`src/shared/dfe_defines.vh`:
```
// Constants for the disk field CRC and Reed-Solomon check unit
// Behaviour
// - CRC-16 x^16+x^12+x^5+1 on ID fields
// - CRC start value selectable zeros or ones
// - Data fields use interleaved byte-symbol RS code
// - GF(256) from x^8+x^5+x^3+x^2+1, basis beta
// - Alpha is beta to the 88th power
// - Degree 5 roots alpha^253,254,0,1,2
// - Degree 6 roots alpha^125 through alpha^130
// - Degree 6 coefficients 1,176,126,163,126,176,1
// - RS check bytes inverted before writing
// - Read recomputes check bytes, forms composite syndromes
// - Interleave three or five with either degree
// - Syndromes and ECC error status presented
// - Write output muxes data and check bytes
// - Read bytes feed checker and data path
// - Read data sampled on link clock rise
`ifndef DFE_DEFINES_VH
`define DFE_DEFINES_VH

`define DFE_CRC_POLY 16'h1021
`define DFE_CRC_INIT_ZERO 16'h0000
`define DFE_CRC_INIT_ONE 16'hffff
`define DFE_CRC_BYTES 11'h002

`define DFE_GF_POLY_LOW 8'h2d
`define DFE_GF_ONE 8'h01
`define DFE_GF_BETA 8'h02
`define DFE_ALPHA_EXP 8'h58
`define DFE_ROOT_A 8'hfd
`define DFE_ROOT_B 8'hfe
`define DFE_ROOT_C 8'h00
`define DFE_ROOT_D 8'h01
`define DFE_ROOT_E 8'h02
`define DFE_ORDER_LAST 8'hfe

`define DFE_D6_COEFS 48'hb07ea37eb001

`define DFE_CHK_D5_I3 11'h00f
`define DFE_CHK_D5_I5 11'h019
`define DFE_CHK_D6_I3 11'h012
`define DFE_CHK_D6_I5 11'h01e
`define DFE_IL3_LAST 3'h2
`define DFE_IL5_LAST 3'h4
`define DFE_SLOTS 5'h06
`define DFE_CHK_MAX 5'h1e

`define DFE_FIFO_WIDTH 8
`define DFE_FIFO_DEPTH 16
`define DFE_FIFO_AW 4

`endif

```
`src/hw/dfe_fifo.v`:
```
// Synchronous FIFO with valid and ready on both sides
`timescale 1ns/10ps
`default_nettype none
module dfe_fifo #(
   parameter WIDTH = 8,
   parameter DEPTH = 16,
   parameter AW = 4
) (
   // Clock and reset
   input wire clk,
   input wire rst,
   // Fill side
   input wire in_valid,
   input wire [WIDTH-1:0] in_data,
   output reg in_ready,
   // Drain side
   output reg out_valid,
   output wire [WIDTH-1:0] out_data,
   input wire out_ready
);
   localparam [AW:0] FULL_CNT = DEPTH;
   reg [WIDTH-1:0] mem_reg [0:DEPTH-1];
   reg [AW-1:0] wr_ptr_reg;
   reg [AW-1:0] rd_ptr_reg;
   reg [AW:0] count_reg;
   reg [AW:0] count_next;
   wire push;
   wire pop;

   assign push = in_valid & in_ready;
   assign pop = out_ready & out_valid;
   assign out_data = mem_reg[rd_ptr_reg];

   always @* begin
      count_next = count_reg;
      if (push & ~pop) begin
         count_next = count_reg + {{AW{1'b0}}, 1'b1};
      end else if (pop & ~push) begin
         count_next = count_reg - {{AW{1'b0}}, 1'b1};
      end
   end

   always @(posedge clk) begin
      if (push) begin
         mem_reg[wr_ptr_reg] <= in_data;
      end
   end

   always @(posedge clk or posedge rst) begin
      if (rst) begin
         wr_ptr_reg <= {AW{1'b0}};
         rd_ptr_reg <= {AW{1'b0}};
         count_reg <= {(AW+1){1'b0}};
         in_ready <= 1'b0;
         out_valid <= 1'b0;
      end else begin
         if (push) begin
            wr_ptr_reg <= wr_ptr_reg + {{(AW-1){1'b0}}, 1'b1};
         end
         if (pop) begin
            rd_ptr_reg <= rd_ptr_reg + {{(AW-1){1'b0}}, 1'b1};
         end
         count_reg <= count_next;
         in_ready <= (count_next != FULL_CNT);
         out_valid <= (count_next != {(AW+1){1'b0}});
      end
   end
endmodule
`default_nettype wire

```
`src/hw/dfe_error_code_unit.v`:
```
// CRC and interleaved Reed-Solomon check unit for ID and data fields
`timescale 1ns/10ps
`default_nettype none
`include "dfe_defines.vh"
module dfe_error_code_unit (
   // Clock and reset
   input wire sys_clk,
   input wire rst,
   // Disk link
   input wire read_reference_clock,
   input wire serial_read_in,
   output reg serial_write_out,
   // Field control
   input wire field_start,
   input wire field_is_data,
   input wire field_write,
   input wire crc_init_ones,
   input wire ecc_degree6,
   input wire interleave5,
   input wire [10:0] field_len,
   output reg field_busy,
   output reg field_done,
   output reg gen_ready,
   // Write data from buffer
   input wire wr_valid,
   input wire [7:0] wr_data,
   output wire wr_ready,
   output reg wr_underrun,
   // Read data to buffer
   output reg rd_valid,
   output reg [7:0] rd_data,
   // Check status
   output reg crc_error,
   output reg ecc_error,
   input wire [4:0] syndrome_index,
   output reg [7:0] syndrome_byte
);
   localparam [1:0] PH_IDLE = 2'h0;
   localparam [1:0] PH_DATA = 2'h1;
   localparam [1:0] PH_CHECK = 2'h2;
   localparam [1:0] G_BETA = 2'h0;
   localparam [1:0] G_ROOTS = 2'h1;
   localparam [1:0] G_DONE = 2'h2;
   localparam [47:0] D6_COEFS = `DFE_D6_COEFS;

   // GF(256) product, reduced by the field polynomial
   function [7:0] gf_mul;
      input [7:0] a;
      input [7:0] b;
      reg [7:0] acc;
      reg [7:0] sh;
      integer i;
      begin
         acc = 8'h00;
         sh = a;
         for (i = 0; i < 8; i = i + 1) begin
            if (b[i]) begin
               acc = acc ^ sh;
            end
            sh = {sh[6:0], 1'b0} ^ (sh[7] ? `DFE_GF_POLY_LOW : 8'h00);
         end
         gf_mul = acc;
      end
   endfunction

   // CRC update over one byte, most significant bit first
   function [15:0] crc_byte;
      input [15:0] c;
      input [7:0] d;
      reg [15:0] r;
      integer i;
      begin
         r = c;
         for (i = 7; i >= 0; i = i - 1) begin
            r = {r[14:0], 1'b0} ^ ((r[15] ^ d[i]) ? `DFE_CRC_POLY : 16'h0000);
         end
         crc_byte = r;
      end
   endfunction

   // Link synchronisers
   reg rclk_s1_reg;
   reg rclk_s2_reg;
   reg rclk_s3_reg;
   reg rdat_s1_reg;
   reg rdat_s2_reg;
   // Field state
   reg [1:0] phase_reg;
   reg is_data_reg;
   reg write_reg;
   reg deg6_reg;
   reg il5_reg;
   reg [10:0] len_reg;
   reg [2:0] bit_cnt_reg;
   reg [10:0] byte_cnt_reg;
   reg [2:0] il_reg;
   reg [7:0] sh_reg;
   reg [15:0] crc_reg;
   reg syn_any_reg;
   reg [7:0] rs_mem [0:29];
   reg [7:0] syn_mem [0:29];
   // Generator build engine
   reg [1:0] gst_reg;
   reg [7:0] gcnt_reg;
   reg [7:0] gpow_reg;
   reg [7:0] galpha_reg;
   reg [7:0] c5_mem [0:5];

   wire bit_tick;
   wire [10:0] chk_len;
   wire [2:0] il_last;
   wire [4:0] base;
   wire [7:0] rs_top;
   wire fifo_valid;
   wire [7:0] fifo_data;
   wire load_now;
   wire fifo_pop;
   wire [7:0] tx_byte;
   wire rx_done;
   wire [7:0] rx_byte;
   wire byte_event;
   wire wr_finish;
   wire rs_step;
   wire [7:0] rs_fb;
   wire crc_step;
   wire [15:0] crc_nx;
   wire [7:0] syn_now;
   wire [7:0] gpow_nx;
   wire root_hit;
   wire [7:0] rs_prod [0:5];
   wire [7:0] c5_prod [0:5];

   assign bit_tick = rclk_s2_reg & ~rclk_s3_reg;
   assign chk_len = ~is_data_reg ? `DFE_CRC_BYTES :
                    deg6_reg ? (il5_reg ? `DFE_CHK_D6_I5 : `DFE_CHK_D6_I3) :
                    (il5_reg ? `DFE_CHK_D5_I5 : `DFE_CHK_D5_I3);
   assign il_last = il5_reg ? `DFE_IL5_LAST : `DFE_IL3_LAST;
   assign base = {il_reg, 2'b00} + {1'b0, il_reg, 1'b0};
   assign rs_top = deg6_reg ? rs_mem[base + 5'h05] : rs_mem[base + 5'h04];

   assign load_now = bit_tick & write_reg & (bit_cnt_reg == 3'h0) & (phase_reg != PH_IDLE);
   assign fifo_pop = load_now & (phase_reg == PH_DATA) & fifo_valid;
   assign wr_finish = load_now & (phase_reg == PH_CHECK) & (byte_cnt_reg == chk_len);
   // Serial output takes buffer data, then the check bytes
   assign tx_byte = (phase_reg == PH_DATA) ? (fifo_valid ? fifo_data : 8'h00) :
                    is_data_reg ? ~rs_top :
                    ((byte_cnt_reg == 11'h000) ? crc_reg[15:8] : crc_reg[7:0]);

   assign rx_done = bit_tick & ~write_reg & (bit_cnt_reg == 3'h7) & (phase_reg != PH_IDLE);
   assign rx_byte = {sh_reg[6:0], rdat_s2_reg};
   assign byte_event = write_reg ? (load_now & ~wr_finish) : rx_done;

   // Encoder steps on data bytes; in the check phase it only shifts out
   assign rs_step = byte_event & is_data_reg;
   assign rs_fb = (phase_reg == PH_DATA) ? ((write_reg ? tx_byte : rx_byte) ^ rs_top) : 8'h00;
   assign crc_step = byte_event & ~is_data_reg & (~write_reg | (phase_reg == PH_DATA));
   assign crc_nx = crc_byte(crc_reg, write_reg ? tx_byte : rx_byte);
   assign syn_now = rx_byte ^ ~rs_top;

   assign gpow_nx = gf_mul(gpow_reg, (gst_reg == G_BETA) ? `DFE_GF_BETA : galpha_reg);
   assign root_hit = (gcnt_reg == `DFE_ROOT_A) | (gcnt_reg == `DFE_ROOT_B) |
                     (gcnt_reg == `DFE_ROOT_C) | (gcnt_reg == `DFE_ROOT_D) |
                     (gcnt_reg == `DFE_ROOT_E);

   genvar gj;
   generate
      for (gj = 0; gj < 6; gj = gj + 1) begin : g_mul
         assign rs_prod[gj] = gf_mul(rs_fb, deg6_reg ? D6_COEFS[gj*8 +: 8] : c5_mem[gj]);
         assign c5_prod[gj] = gf_mul(gpow_reg, c5_mem[gj]);
      end
   endgenerate

   dfe_fifo #(
      .WIDTH(`DFE_FIFO_WIDTH),
      .DEPTH(`DFE_FIFO_DEPTH),
      .AW(`DFE_FIFO_AW)
   ) u_tx_fifo (
      .clk(sys_clk),
      .rst(rst),
      .in_valid(wr_valid),
      .in_data(wr_data),
      .in_ready(wr_ready),
      .out_valid(fifo_valid),
      .out_data(fifo_data),
      .out_ready(fifo_pop)
   );

   // Degree 5 generator built at start-up from alpha = beta^88
   always @(posedge sys_clk or posedge rst) begin : gen_build
      integer j;
      if (rst) begin
         gst_reg <= G_BETA;
         gcnt_reg <= 8'h00;
         gpow_reg <= `DFE_GF_ONE;
         galpha_reg <= `DFE_GF_ONE;
         gen_ready <= 1'b0;
         c5_mem[0] <= `DFE_GF_ONE;
         for (j = 1; j < 6; j = j + 1) begin
            c5_mem[j] <= 8'h00;
         end
      end else begin
         case (gst_reg)
            G_BETA: begin
               gpow_reg <= gpow_nx;
               gcnt_reg <= gcnt_reg + 8'h01;
               if (gcnt_reg == `DFE_ALPHA_EXP - 8'h01) begin
                  galpha_reg <= gpow_nx;
                  gpow_reg <= `DFE_GF_ONE;
                  gcnt_reg <= 8'h00;
                  gst_reg <= G_ROOTS;
               end
            end
            G_ROOTS: begin
               if (root_hit) begin
                  c5_mem[0] <= c5_prod[0];
                  for (j = 1; j < 6; j = j + 1) begin
                     c5_mem[j] <= c5_mem[j-1] ^ c5_prod[j];
                  end
               end
               gpow_reg <= gpow_nx;
               gcnt_reg <= gcnt_reg + 8'h01;
               if (gcnt_reg == `DFE_ORDER_LAST) begin
                  gst_reg <= G_DONE;
                  gen_ready <= 1'b1;
               end
            end
            default: begin
               gen_ready <= 1'b1;
            end
         endcase
      end
   end

   // Link sampling
   always @(posedge sys_clk or posedge rst) begin
      if (rst) begin
         rclk_s1_reg <= 1'b0;
         rclk_s2_reg <= 1'b0;
         rclk_s3_reg <= 1'b0;
         rdat_s1_reg <= 1'b0;
         rdat_s2_reg <= 1'b0;
      end else begin
         rclk_s1_reg <= read_reference_clock;
         rclk_s2_reg <= rclk_s1_reg;
         rclk_s3_reg <= rclk_s2_reg;
         rdat_s1_reg <= serial_read_in;
         rdat_s2_reg <= rdat_s1_reg;
      end
   end

   // Field sequencing, serialiser, deserialiser and checkers
   always @(posedge sys_clk or posedge rst) begin : field_seq
      integer j;
      if (rst) begin
         phase_reg <= PH_IDLE;
         is_data_reg <= 1'b0;
         write_reg <= 1'b0;
         deg6_reg <= 1'b0;
         il5_reg <= 1'b0;
         len_reg <= 11'h000;
         bit_cnt_reg <= 3'h0;
         byte_cnt_reg <= 11'h000;
         il_reg <= 3'h0;
         sh_reg <= 8'h00;
         crc_reg <= `DFE_CRC_INIT_ZERO;
         syn_any_reg <= 1'b0;
         serial_write_out <= 1'b0;
         field_busy <= 1'b0;
         field_done <= 1'b0;
         wr_underrun <= 1'b0;
         rd_valid <= 1'b0;
         rd_data <= 8'h00;
         crc_error <= 1'b0;
         ecc_error <= 1'b0;
         for (j = 0; j < 30; j = j + 1) begin
            rs_mem[j] <= 8'h00;
            syn_mem[j] <= 8'h00;
         end
      end else begin
         field_done <= 1'b0;
         rd_valid <= 1'b0;
         if (field_start & gen_ready & (phase_reg == PH_IDLE)) begin
            phase_reg <= PH_DATA;
            is_data_reg <= field_is_data;
            write_reg <= field_write;
            deg6_reg <= ecc_degree6;
            il5_reg <= interleave5;
            len_reg <= field_len;
            bit_cnt_reg <= 3'h0;
            byte_cnt_reg <= 11'h000;
            il_reg <= 3'h0;
            crc_reg <= crc_init_ones ? `DFE_CRC_INIT_ONE : `DFE_CRC_INIT_ZERO;
            syn_any_reg <= 1'b0;
            field_busy <= 1'b1;
            wr_underrun <= 1'b0;
            crc_error <= 1'b0;
            ecc_error <= 1'b0;
            for (j = 0; j < 30; j = j + 1) begin
               rs_mem[j] <= 8'h00;
            end
         end else if (bit_tick & (phase_reg != PH_IDLE)) begin
            bit_cnt_reg <= bit_cnt_reg + 3'h1;
            if (write_reg) begin
               if (wr_finish) begin
                  phase_reg <= PH_IDLE;
                  field_busy <= 1'b0;
                  field_done <= 1'b1;
                  serial_write_out <= 1'b0;
                  bit_cnt_reg <= 3'h0;
               end else if (bit_cnt_reg == 3'h0) begin
                  serial_write_out <= tx_byte[7];
                  sh_reg <= {tx_byte[6:0], 1'b0};
                  if ((phase_reg == PH_DATA) & ~fifo_valid) begin
                     wr_underrun <= 1'b1;
                  end
               end else begin
                  serial_write_out <= sh_reg[7];
                  sh_reg <= {sh_reg[6:0], 1'b0};
               end
            end else begin
               sh_reg <= rx_byte;
               if (rx_done & (phase_reg == PH_DATA)) begin
                  rd_valid <= 1'b1;
                  rd_data <= rx_byte;
               end
            end
            if (crc_step) begin
               crc_reg <= crc_nx;
            end
            if (rs_step) begin
               rs_mem[base] <= rs_prod[0];
               for (j = 1; j < 6; j = j + 1) begin
                  rs_mem[base + j[4:0]] <= rs_mem[base + j[4:0] - 5'h01] ^ rs_prod[j];
               end
            end
            if (rx_done & (phase_reg == PH_CHECK) & is_data_reg) begin
               syn_mem[byte_cnt_reg[4:0]] <= syn_now;
               if (syn_now != 8'h00) begin
                  syn_any_reg <= 1'b1;
               end
            end
            if (byte_event) begin
               il_reg <= (il_reg == il_last) ? 3'h0 : il_reg + 3'h1;
               byte_cnt_reg <= byte_cnt_reg + 11'h001;
               if ((phase_reg == PH_DATA) & (byte_cnt_reg == len_reg - 11'h001)) begin
                  phase_reg <= PH_CHECK;
                  byte_cnt_reg <= 11'h000;
                  il_reg <= 3'h0;
               end
               if (~write_reg & (phase_reg == PH_CHECK) &
                   (byte_cnt_reg == chk_len - 11'h001)) begin
                  phase_reg <= PH_IDLE;
                  field_busy <= 1'b0;
                  field_done <= 1'b1;
                  bit_cnt_reg <= 3'h0;
                  if (is_data_reg) begin
                     ecc_error <= syn_any_reg | (syn_now != 8'h00);
                  end else begin
                     crc_error <= (crc_nx != 16'h0000);
                  end
               end
            end
         end
      end
   end

   // Composite syndrome readout
   always @(posedge sys_clk or posedge rst) begin
      if (rst) begin
         syndrome_byte <= 8'h00;
      end else if (syndrome_index < `DFE_CHK_MAX) begin
         syndrome_byte <= syn_mem[syndrome_index];
      end else begin
         syndrome_byte <= 8'h00;
      end
   end
endmodule
`default_nettype wire

```
`config.mk`:
```
export PLATFORM = sky130hd
export DESIGN_NAME = dfe_error_code_unit
export DESIGN_NICKNAME = d
export VERILOG_FILES = /design/src/hw/dfe_fifo.v /design/src/hw/dfe_error_code_unit.v
export VERILOG_INCLUDE_DIRS = /design/src /design/src/shared
export SDC_FILE = /design/constraint.sdc
export NUM_CORES = 2
export LEC_CHECK = 0
export BUFFER_PORTS_ARGS = -buffer_cell sky130_fd_sc_hd__buf_2
export CAP_MARGIN = 10
export CORE_MARGIN = 5
export CORE_UTILIZATION = 40
export DETAILED_ROUTE_END_ITERATION = 12
export SYNTH_ARGS = -nofsm -noshare
export SYNTH_HDL_FRONTEND = slang
export SYNTH_SLANG_ARGS = --single-unit
```
`constraint.sdc`:
```
create_clock -name sys_clk -period 23.2 [get_ports sys_clk]
set_input_delay 2.32 -clock sys_clk [delete_from_list [all_inputs] [get_ports sys_clk]]
set_output_delay 2.32 -clock sys_clk [all_outputs]
set_load 0.02 [all_outputs]
```
# Word-level counts from Yosys, hierarchy flattened
# Memories as Yosys holds them, arrays and structs flattened.
# Index checks and enable logic that the tools add are counted.
[classes]
addsub = 21
order_cmp = 21
n_eq_ne = 19
mux = 275
n_bitwise = 191
n_reduce_logical = 43
[op_table]
columns = ["operator", "n"]
rows = [
  ["$bwmux W240", 7],
  ["$mux W8", 147],
  ["$xor A8 B8 Y8", 103],
  ["$mux W240", 3],
  ["$bmux W8 S5", 8],
  ["$demux W8 S5", 7],
  ["$xor A16 B13 Y16", 8],
  ["$xor A8 B6 Y8", 14],
  ["$mux W13", 8],
  ["$mux W6", 14],
  ["$ge A6 B6 Y1 const B", 13],
  ["$not A5 Y6", 13],
  ["$mux W16", 4],
  ["$mux W11", 4],
  ["$lt A6 B1 Y1 const B", 7],
  ["$mux W1", 42],
  ["$mux W3", 12],
  ["$pmux W8 S2", 2],
  ["$sub A5 B1 Y5 const B", 6],
  ["$and A1 B1 Y1", 29],
  ["$reduce_bool A2 Y1", 13],
  ["$mux W5", 5],
  ["$eq A11 B11 Y1", 2],
  ["$mux W2", 9],
  ["other kinds (42)", 90],
]
[word_totals]
register_bits = 657
mem_bits_rw = 128
inputBits = 35
output_inout_bits = 25
elab_cells = 673
memories = 1
[memory_table]
columns = ["memory", "words", "word_bits", "read_ports", "rd_clocked_by_memory_dff", "write_ports", "line_no", "text"]
rows = [
  ["u_tx_fifo.mem_reg", 16, 8, 1, 0, 1, "dfe_fifo.v:22", "reg [WIDTH-1:0] mem_reg [0:DEPTH-1];"],
]

# Logic depth before layout (Yosys ltp)
[depth]
word_depth = 41
depth_mapped = 30
mapped_depth_nobuf = 20

# Cells and area by module
# Synthesis repeated with hierarchy kept, for this count alone.
[hier_totals]
cells_unflattened = 6538
area_unflattened_um2 = 58369.7
[by_module_without_submodules]
columns = ["mod", "n_inst", "cells_each", "area_each_um2", "seq_area_each_um2"]
rows = [
  ["dfe_error_code_unit", 1, 6237, 52519.1, 16069.2],
  ["dfe_fifo", 1, 301, 5850.6, 4219.0],
]

# Worst setup path after synthesis
# No wires, ideal clock.
[synth_timing]
path_type = "register to register"
from = "reg il_reg[0]"
to = "reg rs_mem[114] (netlist bit)"
setup_ps = 142
arrival_ps = 7130
t_required_ps = 23058
setup_slack_ps = 15928
path_stages_with_launch = 26
path_buffers = 9
synth_period_minus_slack_ps = 7272
cell_sequence = "dfrtp_1 buf_4 buf_2 inv_2 clkbuf_1 clkbuf_1 clkbuf_1 clkbuf_1 ha_1 buf_4 buf_2 mux4_2 mux4_2 mux2i_4 xnor2_1 a32oi_4 mux2i_1 nand2_1 xor2_1 xnor2_1 xnor3_1 xnor2_1 clkbuf_1 nor2_1 a21oi_1 o221ai_1"
[synth_between]
elab_chain_len = 38
elab_cells_between_ends = 198
cone_classes = "add/sub: 11; order compare: 12; mux: 102; bitwise: 67; reduce/logical: 6"
[synth_rtl]
columns = ["element", "line_no", "text"]
rows = [
  ["start: declaration", "dfe_error_code_unit.v:96", "reg [2:0] il_reg;"],
  ["start signal: assignment", "dfe_error_code_unit.v:343", "il_reg <= (il_reg == il_last) ? 3'h0 : il_reg + 3'h1;"],
  ["$add A5 B4 Y5 (*)", "dfe_error_code_unit.v:138", "assign base = {il_reg, 2'b00} + {1'b0, il_reg, 1'b0};"],
  ["$add A5 B3 Y5", "dfe_error_code_unit.v:139, dfe_error_code_unit.v:333", ""],
  ["$not A5 Y6 (not written as such)", "dfe_error_code_unit.v:139, dfe_error_code_unit.v:333", ""],
  ["$bmux W8 S5", "dfe_error_code_unit.v:139", "assign rs_top = deg6_reg ? rs_mem[base + 5'h05] : rs_mem[base + 5'h04];"],
  ["$mux W8 (not written as such) (2 in series)", "dfe_error_code_unit.v:139", ""],
  ["$mux W8", "dfe_error_code_unit.v:139", ""],
  ["$not A8 Y8", "dfe_error_code_unit.v:146", "is_data_reg ? ~rs_top :"],
  ["$mux W8", "dfe_error_code_unit.v:146", ""],
  ["(+18 left out)", "--", ""],
  ["$xor A8 B8 Y8", "dfe_error_code_unit.v:58", "acc = acc ^ sh;"],
  ["$mux W8", "dfe_error_code_unit.v:57", "if (b[i]) begin"],
  ["$bwmux W240 / $xor A8 B8 Y8 (equally long branches)", "dfe_error_code_unit.v:331, dfe_error_code_unit.v:333", ""],
  ["$bwmux W240 (4 in series)", "dfe_error_code_unit.v:333", "rs_mem[base + j[4:0]] <= rs_mem[base + j[4:0] - 5'h01] ^ rs_prod[j];"],
  ["$bwmux W240 (*)", "dfe_error_code_unit.v:333", ""],
  ["$mux W240 (*)", "dfe_error_code_unit.v:330", "if (rs_step) begin"],
  ["$mux W240 (*)", "dfe_error_code_unit.v:301", "end else if (bit_tick & (phase_reg != PH_IDLE)) begin"],
  ["$mux W240 (*)", "dfe_error_code_unit.v:282", "if (field_start & gen_ready & (phase_reg == PH_IDLE)) begin"],
  ["end signal: indexed assignment", "dfe_error_code_unit.v:331", "rs_mem[base] <= rs_prod[0];"],
  ["end signal: indexed assignment", "dfe_error_code_unit.v:333", ""],
  ["end: declaration", "dfe_error_code_unit.v:100", "reg [7:0] rs_mem [0:29];"],
]
# Mark *: on every way between the ends. The rest lies on a longest branch, timed or not. The select of a mux whose other input is x is not followed.
# A chain may end at the register's enable or synchronous reset.

# Final worst setup path
[layout_timing]
from = "reg il_reg[0]"
to = "reg rs_mem[83] (netlist bit)"
# Same word-level chain as after synthesis.

==> run_results.csv <==
group,metric,value,unit
run_status,outcome,"finished, final reports clean",
synthesis,yosys.area.top_type_share,28.29,%
final_layout,drive_gt1_share,13.07,%
timing,worst_slew_pin_slew,1389,ps
floorplan,dieArea,152300,um^2
clocking,cts_buffers,91,
route,drc,0,
worst_setup_path,required,23820,ps
timing,rsz0062_at_grt,"false",
floorplan,std_cell_rows,139,
grt,grt_pass1_vias,48509,
clocking,clock-sinks,785,
clocking,h-tree-depth,3,
final_layout,nFillCells,13892,
worst_setup_path,worstPathArrival,9730,ps
timing,drv_slew,0,
placed_design,pre_cts_ws,14470,ps
synthesis,synth_area,57860,um^2
timing,timing.final.crit_period,9107,ps
route,post_drt_wl_per_cell,27.17,um
placed_design,placed_area,59820,um^2
worst_setup_path,crit_path_max_fanout,40,
synthesis,synth_edf_count,128,
synthesis,synth_ff_type,"dfrtp_1",
final_layout,finalNetCount,6194,
worst_setup_path,start_kind,"flip-flop",
final_layout,layout_common_cells,"nand2_1, dfrtp_1, xnor2_1",
worst_setup_path,cp_cell_sequence,"ha_1 -> inv_1 -> fa_1 -> buf_4 -> inv_1 -> ha_1 -> clkinv_1 -> mux4_2 -> nand2_1 -> a31oi_4 -> xnor2_1 -> nand2_1 -> o211a_2 -> xnor3_1 -> nor3_2 -> nor4b_2 -> buf_4 -> a21o_1 -> a211oi_1 -> o21ai_1 -> a32o_1",
route,vias,51031,
final_layout,synthToLayoutAreaGrowth,8.934,%
final_layout,layout_commonest_cell,"nand2_1",
run,max_cap_viol_count,0,
grt,grt_pass1_wl,325000,um
clocking,path_clk_slew,60,ps
placed_design,dp.cells,7935,
clocking,cts_setup_buffers,0,
synthesis,synthTopCellsByArea,"dfrtp_1, mux4_2, xnor2_1",
timing,setup_slack,14090,ps
route,drt_iter0_markers,5911,
synthesis,yosysTopAreaCell,"dfrtp_1",
clocking,cts_tree,"built",
timing,period_share,39.25,%
worst_setup_path,r2r_cells,21,
min_path,worst_hold_path.num_cells,0,
timing,clock_skew,60.34,ps
placed_design,dp.final_hpwl,155200,um
synthesis,synth_cell_types,107,
placed_design,portBuffers,59,
synthesis,ys_warn_count,0,
route,firstDrtPassIters,7,
placed_design,gp_congestion,1.013,
timing,setup_viol_count_final,0,
synthesis,syn_inst,6364,
grt,grt_max_degree,165,
floorplan,initial_utilization,40.27,%
clocking,clockBufferDepth,3,
synthesis,synth-seq-area-share,35.07,%
clocking,ctsHoldBuffers,0,
clocking,worst_skew_pair.late_latency,750,ps
synthesis,ys_ff_latch,785,
synthesis,synth_nets,6433,
grt,antenna_found_initial,11,
route,routed_wl,220200,um
floorplan,pin_count,60,
worst_setup_path,slowest_delay,960,ps
synthesis,postSynthAreaPerCell,9.091,um^2
floorplan,core_region_area,143700,um^2
timing,setup_tns,0,ps
worst_setup_path,slowest_stage,"a211oi_1",
timing,fmax,0.1098,GHz
grt,track_usage,28.04,%
timing,hold_viol_final,0,
synthesis,synth_async_sr_flop_share,83.69,%
grt,overflow,0,
clocking,clk_root_buffer_cell,"clkbuf_16",
route,viasPerCell,6.295,
worst_setup_path,path_class,"reg -> reg",
timing,slew_headroom,6.670,%
worst_setup_path,setup.worst_path.end_class,"flip-flop",
route,ant_nets,0,
min_path,hold_path_class,"reg -> reg",
floorplan,chipHeight,390.3,um
floorplan,dieWidth,390.3,um
clocking,postCtsResizedCells,0,
final_layout,final_cell_count_no_fill,8106,
final_layout,final_area,63020,um^2
-- per-layer routing --
metal | track usage (%) | vias to the layer above | routed length (um)
li1 | - | 22294 | -
met1 | 37.64 | 25189 | 88370
met2 | 43.14 | 2920 | 97490
met3 | 6.664 | 620 | 23180
met4 | 12.87 | 8 | 11140
met5 | 0 | - | 54
-- through the flow --
stage | util (%) | hold slack (ps)
after floorplan | - | 331.2
after global placement | 41.64 | 334.2
after detailed placement | 41.64 | 338.5
after CTS | 43.86 | 352.2
after global routing | 43.86 | 369.6
final | 43.87 | 348.5
-- cell type report --
type                    instances  area (um^2)  area share, %
diodes                          6        15.01        0.02382
clock buffers                 134         2680          4.252
clock inverters                31        504.2         0.8001
inverters                      56        217.7         0.3454
multi-input cells            4941        35160          55.78
flip-flops and latches        785        20300          32.21
well taps                    1903         2381          3.778
repair buffers                250         1769          2.807
-- worst max-delay path, delay by kind of cell, from the launching register on --
| kind | cells | cell delay [ps] |
|---|---|---|
| adder cells (fa/ha/maj) | 3 | 1680 |
| AO/OA/AOI/OAI | 6 | 2310 |
| buffers and inverters | 5 | 1840 |
| XOR/XNOR | 2 | 860 |
| AND/OR/NAND/NOR | 4 | 1210 |
| flip-flops | 1 | 620 |
| multiplexers | 1 | 460 |
-- path summary, 6_finish.rpt --
| check | slack (ps) | end | startpoint |
|---|---|---|---|
| min in group asynchronous | 1750 | u_tx_fifo.count_reg[1]$_DFF_PP0_ | rst |
| setup reg to reg | 14090 | rs_mem[83]$_DFFE_PP0P_ | il_reg[0]$_DFFE_PP0P_ |
| hold reg to reg | 350 | rdat_s2_reg$_DFF_PP0_ | rdat_s1_reg$_DFF_PP0_ |
| hold / removal | 350 | rdat_s2_reg$_DFF_PP0_ | rdat_s1_reg$_DFF_PP0_ |
| setup / recovery | 14090 | rs_mem[83]$_DFFE_PP0P_ | il_reg[0]$_DFFE_PP0P_ |
| max in group asynchronous | 18430 | rs_mem[208]$_DFFE_PP0P_ | rst |
-- kinds of logic (layout without fill, tap and decap cells) --
group | after synthesis | count (layout) | synth area share, %
simple gates | 2105 | 2105 | 15.30
xor+xnor | 811 | 811 | 13.11
flops | 785 | 785 | 35.07
other cells | 0 | 6 | 0
mux | 453 | 453 | 13.61
buf+inv | 638 | 471 | 4.602
fa+ha+maj | 34 | 34 | 0.7483
compound gates | 1538 | 1538 | 17.56
-- synth_stat cells (67+ instances only) --
master	n
buf_2	77
nand2_1	1302
xnor2_1	617
dfrtp_1	654
nor2_1	349
buf_1	67
xor2_1	149
mux2i_1	151
mux4_2	258
clkbuf_1	408
nand3_1	138
o221ai_1	123
edfxtp_1	128
o21ai_1	74
a32o_1	107
o21ai_0	509
a21oi_1	263
Power is left out: the tool's default activity adds up to more than one toggle a clock period on the data nets, which glitch-free logic cannot reach.
